==> src/hw/fepc_pkg.sv <==
package fepc_pkg;

	// radio state as seen from the transceiver state machine
	typedef enum logic [2:0] {
		FEPC_ST_SLEEP,
		FEPC_ST_IDLE,
		FEPC_ST_RESET,
		FEPC_ST_TRANSMIT_PREPARE_STATE,
		FEPC_ST_TX,
		FEPC_ST_RX
	} fepc_state_e;

	// auxiliary settings, packed in register bit order 7..0
	typedef struct packed {
		logic       lna_bypass_available;
		logic [1:0] gain_map_select;
		logic       analog_supply_external;
		logic       analog_supply_keep_on;
		logic       analog_supply_settled;
		logic [1:0] amp_supply_select;
	} fepc_aux_s;

	// per-transceiver frontend drive
	typedef struct packed {
		logic fe_a;
		logic fe_b;
		logic areg_en;
	} fepc_drive_s;

	// register byte addresses on APB
	localparam logic [7:0] FEPC_OFS_AUX0 = 8'h00;
	localparam logic [7:0] FEPC_OFS_PAD0 = 8'h04;
	localparam logic [7:0] FEPC_OFS_AUX1 = 8'h08;
	localparam logic [7:0] FEPC_OFS_PAD1 = 8'h0c;

	// field positions
	localparam int FEPC_PAD_CFG_LSB = 6;
	localparam int FEPC_PAD_CFG_MSB = 7;

	// reset values
	localparam logic [7:0] FEPC_AUX_RST = 8'h02;
	localparam logic [1:0] FEPC_PAD_RST = 2'h0;

	// encodings
	localparam logic [1:0] FEPC_CFG0     = 2'h0;
	localparam logic [1:0] FEPC_CFG1     = 2'h1;
	localparam logic [1:0] FEPC_CFG2     = 2'h2;
	localparam logic [1:0] FEPC_CFG3     = 2'h3;
	localparam logic [1:0] FEPC_MAP_INT  = 2'h0;
	localparam logic [1:0] FEPC_AMP_2V4  = 2'h2;
	localparam logic [1:0] FEPC_AMP_RSVD = 2'h3;
	localparam logic [6:0] FEPC_GCW_THR  = 7'h11;

endpackage

==> src/hw/fepc_trx.sv <==
`timescale 1ns/1ns
module fepc_trx (
	// clock and reset
	input  wire logic                CLK,
	input  wire logic                RST_N,
	// register writes
	input  wire logic                wr_aux,
	input  wire logic                wr_pad,
	input  wire logic [7:0]          wdata,
	// radio side
	input  wire fepc_pkg::fepc_state_e state,
	input  wire logic [6:0]          gain_control_word,
	input  wire logic                settled,
	// results
	output fepc_pkg::fepc_aux_s      aux,
	output logic [1:0]               pad_cfg,
	output fepc_pkg::fepc_drive_s    drive
);
	import fepc_pkg::*;

	fepc_aux_s   aux_reg;
	logic [1:0]  pad_reg;
	logic        bypass;
	logic        active;

	////////////////////////////////////////////////////////////////////////////
	// registers

	always_ff @(posedge CLK) begin
		if (!RST_N) begin
			aux_reg <= fepc_aux_s'(FEPC_AUX_RST);
		end else if (wr_aux) begin
			// settled bit is not stored; writes to it are dropped
			aux_reg <= fepc_aux_s'({wdata[7:3], 1'b0, wdata[1:0]});
		end
	end

	always_ff @(posedge CLK) begin
		if (!RST_N) begin
			pad_reg <= FEPC_PAD_RST;
		end else if (wr_pad) begin
			pad_reg <= wdata[FEPC_PAD_CFG_MSB:FEPC_PAD_CFG_LSB];
		end
	end

	always_comb begin
		aux                       = aux_reg;
		aux.analog_supply_settled = settled;
	end

	assign pad_cfg = pad_reg;

	////////////////////////////////////////////////////////////////////////////
	// frontend encoding

	// map 0 with bypass available forces bypass; otherwise gain word decides
	assign bypass = aux_reg.lna_bypass_available &&
		(aux_reg.gain_map_select == FEPC_MAP_INT || gain_control_word <= FEPC_GCW_THR);

	assign active = (state == FEPC_ST_TRANSMIT_PREPARE_STATE) || (state == FEPC_ST_TX) || (state == FEPC_ST_RX);

	always_comb begin
		drive = '0;
		case (state)
			FEPC_ST_TX: begin
				case (pad_reg)
					FEPC_CFG1: {drive.fe_a, drive.fe_b} = 2'h2;
					FEPC_CFG2: {drive.fe_a, drive.fe_b} = 2'h3;
					FEPC_CFG3: {drive.fe_a, drive.fe_b} = 2'h3;
					default:   {drive.fe_a, drive.fe_b} = 2'h0;
				endcase
			end
			FEPC_ST_RX: begin
				case (pad_reg)
					FEPC_CFG1: {drive.fe_a, drive.fe_b} = bypass ? 2'h3 : 2'h1;
					FEPC_CFG2: {drive.fe_a, drive.fe_b} = bypass ? 2'h2 : 2'h1;
					FEPC_CFG3: {drive.fe_a, drive.fe_b} = bypass ? 2'h0 : 2'h1;
					default:   {drive.fe_a, drive.fe_b} = 2'h0;
				endcase
			end
			default: {drive.fe_a, drive.fe_b} = 2'h0;
		endcase
		// external supply wins over everything; sleep always off
		drive.areg_en = !aux_reg.analog_supply_external &&
			(active || (aux_reg.analog_supply_keep_on && state != FEPC_ST_SLEEP));
	end

endmodule // fepc_trx

==> src/hw/fepc_top.sv <==
`timescale 1ns/1ns
module fepc_top (
	// clock and reset
	input  wire logic                  CLK,
	input  wire logic                  RST_N,
	// apb slave
	input  wire logic                  PSEL,
	input  wire logic                  PENABLE,
	input  wire logic                  PWRITE,
	input  wire logic [7:0]            PADDR,
	input  wire logic [31:0]           PWDATA,
	output logic                       PREADY,
	output logic [31:0]                PRDATA,
	output logic                       PSLVERR,
	// radio state machines and gain control
	input  wire fepc_pkg::fepc_state_e STATE_SUBGHZ,
	input  wire fepc_pkg::fepc_state_e STATE_2G4,
	input  wire logic [6:0]            GCW_SUBGHZ,
	input  wire logic [6:0]            GCW_2G4,
	// analog supply settled pins
	input  wire logic                  SETTLED_SUBGHZ,
	input  wire logic                  SETTLED_2G4,
	// frontend control pins
	output logic                       FRONTEND_CTRL_A_SUBGHZ,
	output logic                       FRONTEND_CTRL_B_SUBGHZ,
	output logic                       FRONTEND_CTRL_A_2G4,
	output logic                       FRONTEND_CTRL_B_2G4,
	// regulators, amplifier supply and gain map
	output logic                       ANALOG_REGULATOR_SUBGHZ,
	output logic                       ANALOG_REGULATOR_2G4,
	output logic                       DIGITAL_REGULATOR,
	output logic [1:0]                 AMP_SUPPLY_SUBGHZ,
	output logic [1:0]                 AMP_SUPPLY_2G4,
	output logic [1:0]                 GAIN_MAP_SUBGHZ,
	output logic [1:0]                 GAIN_MAP_2G4
);
	import fepc_pkg::*;

	logic                 access;
	logic                 take;
	logic                 mapped;
	logic [7:0]           rdata;
	logic [1:0]           settled_meta_reg;
	logic [1:0]           settled_sync_reg;
	logic [1:0]           wr_aux;
	logic [1:0]           wr_pad;
	fepc_aux_s            aux [2];
	logic [1:0]           pad [2];
	fepc_drive_s          drive [2];
	fepc_state_e          st [2];
	logic [6:0]           gain_control_word [2];

	// reserved amp code 3 falls back to the highest defined level
	function automatic logic [1:0] amp_level(input logic [1:0] code);
		amp_level = (code == FEPC_AMP_RSVD) ? FEPC_AMP_2V4 : code;
	endfunction

	// reserved gain map 3 behaves as the 12 dB map
	function automatic logic [1:0] map_level(input logic [1:0] code);
		map_level = (code == 2'h3) ? 2'h2 : code;
	endfunction

	assign st[0]  = STATE_SUBGHZ;
	assign st[1]  = STATE_2G4;
	assign gain_control_word[0] = GCW_SUBGHZ;
	assign gain_control_word[1] = GCW_2G4;

	////////////////////////////////////////////////////////////////////////////
	// apb slave: one wait state, answer in the second access cycle

	assign access = PSEL && PENABLE;
	assign take   = access && !PREADY;

	always_comb begin
		mapped = 1'b1;
		rdata  = 8'h00;
		wr_aux = 2'h0;
		wr_pad = 2'h0;
		case (PADDR)
			FEPC_OFS_AUX0: begin
				rdata     = aux[0];
				wr_aux[0] = take && PWRITE;
			end
			FEPC_OFS_PAD0: begin
				rdata     = {pad[0], 6'h00};
				wr_pad[0] = take && PWRITE;
			end
			FEPC_OFS_AUX1: begin
				rdata     = aux[1];
				wr_aux[1] = take && PWRITE;
			end
			FEPC_OFS_PAD1: begin
				rdata     = {pad[1], 6'h00};
				wr_pad[1] = take && PWRITE;
			end
			default: mapped = 1'b0;
		endcase
	end

	always_ff @(posedge CLK) begin
		if (!RST_N) begin
			PREADY <= 1'b0;
		end else begin
			PREADY <= take;
		end
	end

	always_ff @(posedge CLK) begin
		if (!RST_N) begin
			PRDATA  <= 32'h0000_0000;
			PSLVERR <= 1'b0;
		end else if (take) begin
			PRDATA  <= (mapped && !PWRITE) ? {24'h000000, rdata} : 32'h0000_0000;
			PSLVERR <= !mapped;
		end else begin
			PRDATA  <= 32'h0000_0000;
			PSLVERR <= 1'b0;
		end
	end

	////////////////////////////////////////////////////////////////////////////
	// settled pins come from the analog domain

	always_ff @(posedge CLK) begin
		if (!RST_N) begin
			settled_meta_reg <= 2'h0;
			settled_sync_reg <= 2'h0;
		end else begin
			settled_meta_reg <= {SETTLED_2G4, SETTLED_SUBGHZ};
			settled_sync_reg <= settled_meta_reg;
		end
	end

	////////////////////////////////////////////////////////////////////////////
	// transceivers

	for (genvar i = 0; i < 2; i++) begin : g_trx
		fepc_trx u_trx (
			.CLK     (CLK),
			.RST_N   (RST_N),
			.wr_aux  (wr_aux[i]),
			.wr_pad  (wr_pad[i]),
			.wdata   (PWDATA[7:0]),
			.state   (st[i]),
			.gain_control_word     (gain_control_word[i]),
			.settled (settled_sync_reg[i]),
			.aux     (aux[i]),
			.pad_cfg (pad[i]),
			.drive   (drive[i])
		);
	end

	////////////////////////////////////////////////////////////////////////////
	// registered outputs; one cycle behind the radio state or, for amp supply and gain map, the aux registers

	always_ff @(posedge CLK) begin
		if (!RST_N) begin
			FRONTEND_CTRL_A_SUBGHZ <= 1'b0;
			FRONTEND_CTRL_B_SUBGHZ <= 1'b0;
			FRONTEND_CTRL_A_2G4    <= 1'b0;
			FRONTEND_CTRL_B_2G4    <= 1'b0;
		end else begin
			FRONTEND_CTRL_A_SUBGHZ <= drive[0].fe_a;
			FRONTEND_CTRL_B_SUBGHZ <= drive[0].fe_b;
			FRONTEND_CTRL_A_2G4    <= drive[1].fe_a;
			FRONTEND_CTRL_B_2G4    <= drive[1].fe_b;
		end
	end

	always_ff @(posedge CLK) begin
		if (!RST_N) begin
			ANALOG_REGULATOR_SUBGHZ <= 1'b0;
			ANALOG_REGULATOR_2G4    <= 1'b0;
		end else begin
			ANALOG_REGULATOR_SUBGHZ <= drive[0].areg_en;
			ANALOG_REGULATOR_2G4    <= drive[1].areg_en;
		end
	end

	// no register term reaches this flop: it depends on the two states only
	always_ff @(posedge CLK) begin
		if (!RST_N) begin
			DIGITAL_REGULATOR <= 1'b1;
		end else begin
			DIGITAL_REGULATOR <= !(st[0] == FEPC_ST_SLEEP && st[1] == FEPC_ST_SLEEP);
		end
	end

	always_ff @(posedge CLK) begin
		if (!RST_N) begin
			AMP_SUPPLY_SUBGHZ <= FEPC_AMP_2V4;
			AMP_SUPPLY_2G4    <= FEPC_AMP_2V4;
			GAIN_MAP_SUBGHZ   <= FEPC_MAP_INT;
			GAIN_MAP_2G4      <= FEPC_MAP_INT;
		end else begin
			AMP_SUPPLY_SUBGHZ <= amp_level(aux[0].amp_supply_select);
			AMP_SUPPLY_2G4    <= amp_level(aux[1].amp_supply_select);
			GAIN_MAP_SUBGHZ   <= map_level(aux[0].gain_map_select);
			GAIN_MAP_2G4      <= map_level(aux[1].gain_map_select);
		end
	end

endmodule // fepc_top

==> config.mk <==
export PLATFORM = sky130hd
export DESIGN_NAME = fepc_top
export DESIGN_NICKNAME = d
export VERILOG_FILES = /design/src/hw/fepc_pkg.sv /design/src/hw/fepc_trx.sv /design/src/hw/fepc_top.sv
export SDC_FILE = /design/constraint.sdc
export NUM_CORES = 1
export LEC_CHECK = 0
export ABC_AREA = 1
export ABC_CLOCK_PERIOD_IN_PS = 1800
export BUFFER_PORTS_ARGS = -buffer_cell sky130_fd_sc_hd__clkbuf_2
export CORE_MARGIN = 10
export CORE_UTILIZATION = 45
export DETAILED_ROUTE_END_ITERATION = 8
export PLACE_DENSITY = 0.87
export SETUP_SLACK_MARGIN = 0.05
export SLEW_MARGIN = 20
export SYNTH_ARGS = -nofsm -noshare
export SYNTH_HDL_FRONTEND = slang
export SYNTH_HIERARCHICAL = 1
export SYNTH_SLANG_ARGS = --single-unit
==> constraint.sdc <==
create_clock -name CLK -period 1.8 [get_ports CLK]
set_clock_uncertainty 0.05 [all_clocks]
set_input_delay 0.18 -clock CLK [delete_from_list [all_inputs] [get_ports CLK]]
set_output_delay 0.18 -clock CLK [all_outputs]
set_load 0.005 [all_outputs]
==> metrics.md <==
| Metric | Value |
|---|---|
| Status | `finished clean` |
| # DRC | `0` |
| Die Y | `90.7 um` |
| Clk buf depth | `2` |
| Setup WS pre-CTS | `roughly 0.38 ns` |
| RSZ-0062 raised after global routing | `false` |
| Sequential Power Share | `between 50% and 60%` |
| Mapped cell area | `between 2000 and 2500 um2` |
| Initial antenna violation count | `0` |
| HPWL after DPL | `4310 um` |
| Layout Nets | `445` |
| Global route overflow | `0` |
| Number of flip-flops in the largest register | `14` |
| YS warnings | `6` |
| Setup Buffers After CTS | `0` |
| Total die area | `8220 um2` |
| CTS sink cnt | `47` |
| Sw Share | `between 20% and 30%` |
| Fin crit share | `about four fifths` |
| I/O pin count | `116` |
| Post-route setup TNS | `0 ns` |
| First-pass GRT wire length | `approximately 9000 um` |
| Final WS setup | `around 0.4 ns` |
| Number of synthesized flops with an enable pin | `0` |
| CP endpoint kind | `register` |
| Starting density of the core | `approximately 47%` |
| Die X-Extent | `around 91 um` |
| GRT Overall Usage | `a little over an eighth` |
| Syn avg cell area | `between 7 and 8 um2` |
| Root Buffer | `clkbuf_8` |
| Starting DRT DRC Count | `90` |
| NetSw | `approximately 0.46 mW` |
| Pwr Density | `~740 nW/um2` |
| Port bufs | `64` |
| Critical Setup Path Class | `reg -> reg` |
| Post-synthesis sequential area ratio | `41.8%` |
| P&R area growth vs syn | `19.8%` |
| Via count | `1967` |
| Routability cong. | `0.867` |
| Worst min-delay path class | `in -> reg` |
| Arrival @ worst endpoint | `approximately 1.6 ns` |
| Fmax | `approximately 0.71 GHz` |
| Max Slew Vio Count | `0` |
| Placeable Area | `~4800 um2` |
| Clk network pwr share | `approximately two fifths` |
| Internal power | `between 1.5 and 2 mW` |
| Startpoint Class | `register` |
| Crit path time final | `~1.4 ns` |
| Fin util | `a little under three fifths` |
| Pin count of the biggest net entering global routing | `38` |
| CTS tree | `built` |
| Drt via density | `4.41` |
| Total Wirelength | `between 5000 and 6000 um` |
| Most frequent cells in the layout | `clkbuf_2 (64), nand2_1 (63), dfxtp_1 (47)` |
| DR WL/cell | `between 10 and 15 um` |
| Layout cell share with drive strength beyond 1 | `between 30 and 40%` |
| Post-route ant nets | `0` |
| # rows | `25` |
| WP data required | `slightly below 2 ns` |
| H-tree level count | `2` |
| Vias in the first global route | `about 2000` |
| Comb pwr share | `approximately 7.6%` |
| Drt first pass iters | `5` |
| # setup viols final | `0` |
| N_diodes | `0` |
| Worst-path fanout max | `8` |
| Final hold vios | `0` |
| Lkg Pwr | `around 1.4 nW` |
| Worst vdd ir | `between 200 and 300 uV` |
| Most common cell after layout, fill and taps aside | `clkbuf_2` |
| Clk_lat worst skew | `0.31 ns` |
| Yosys reg bits | `47` |
| Top_reg_cell synth | `dfxtp_1` |
| Post-synth ARST share | `0%` |
| Post-synth cell types | `29` |
| Synth Instances | `roughly 310` |
| Num CTS Buffers | `5` |
| Fill cells | `roughly 470` |
| Max Cap Viol | `0` |
| Worst-path clk slew | `0.09 ns` |
## worst max-delay path, cell delays in order (launching register included)
cell	delay (ns)
dfxtp_1	0.32
inv_1	0.06
nand4_1	0.16
nor3_1	0.26
buf_4	0.20
inv_2	0.08
o21ai_1	0.13
a21oi_1	0.05
## layer usage
metal / global-route usage (%) / vias to the layer above / routed length, um
li1: - / 1039 / -
met4: 6.63 / 0 / 136
met2: 21.2 / 79 / 2470
met3: 5.74 / 12 / 539
met5: 0 / - / 0
met1: 14.0 / 837 / 2150
## metrics by stage
step / total power, mW / area, um2 / hold slack, ns / std cells
after global routing: 2.08 / 2690 / 0.0502 / 446
after global placement: 1.21 / 2560 / 0.313 / 436
final: 1.99 / 2690 / 0.0542 / 446
after CTS: 2.00 / 2690 / 0.0536 / 446
after detailed placement: 1.22 / 2560 / 0.318 / 436
after floorplan: 1.18 / 2330 / 0.214 / 330
## synthesized netlist by cell type (2+ instances only)
library cell,number,area (um2)
nand4_1,2,12.5
inv_1,32,120
nand2_4,5,56.3
inv_2,7,26.3
o21ai_0,15,75.1
a21oi_1,2,10.0
nand2_2,4,25.0
buf_4,26,195
nor2_1,46,173
nand3_2,2,20.0
or2_1,2,12.5
nor4_1,2,12.5
nor2_2,14,87.6
dfxtp_1,47,941
a21oi_2,4,35.0
nand2_1,63,236
nor3b_2,2,25.0
nand3b_1,2,15.0
nor3_1,3,15.0
nand3_1,15,75.1
a31oi_1,2,12.5
o21ai_1,3,15.0
## final cells by class
| class | instances | area [um2] | area share [%] |
|---|---|---|---|
| tap | 67 | 83.8 | 3.11 |
| sequential | 47 | 941 | 34.9 |
| inverter | 41 | 155 | 5.76 |
| multi-input combinational | 214 | 1030 | 38.4 |
| clock inverter | 3 | 47.5 | 1.76 |
| timing repair buffer | 69 | 363 | 13.5 |
| clock buffer | 5 | 68.8 | 2.55 |
## power groups by stage
stage          clock, mW  sequential (mW)  combinational (mW)
2_1_floorplan          0             1.08               0.109
3_3_place_gp           0             1.07               0.139
3_5_place_dp           0             1.07               0.144
4_1_cts            0.799             1.05               0.149
5_1_grt            0.852             1.05               0.173
6_report           0.786             1.05               0.151
## final timing paths
check | to | slack, ns | startpoint | cells past startpoint
max | g_trx[0].u_trx/aux[3] | 0.39 | PREADY | 7
min | g_trx[1].u_trx/aux[1] | 0.05 | PWDATA[1] | 3
max reg2reg | g_trx[0].u_trx/aux[3] | 0.39 | PREADY | 7
min reg2reg | settled_sync_reg[1] | 0.38 | settled_meta_reg[1] | 2
## kinds of logic (layout without fill, tap and decap cells)
logic type             count (synthesis)  in the layout  synth area share, %
and+or+nand+nor                      164            164                 35.4
DFF                                   47             47                 41.8
buffers and inverters                 69            118                 16.0
AOI/OAI and AO/OA                     26             26                 6.57
other                                  1             24                0.167
## timing repair
item	in CTS	in global routing
resized for setup	0	0
hold buffers	2	0
endpoints found under the hold margin	2	0
(Power assumes the default switching activity.)
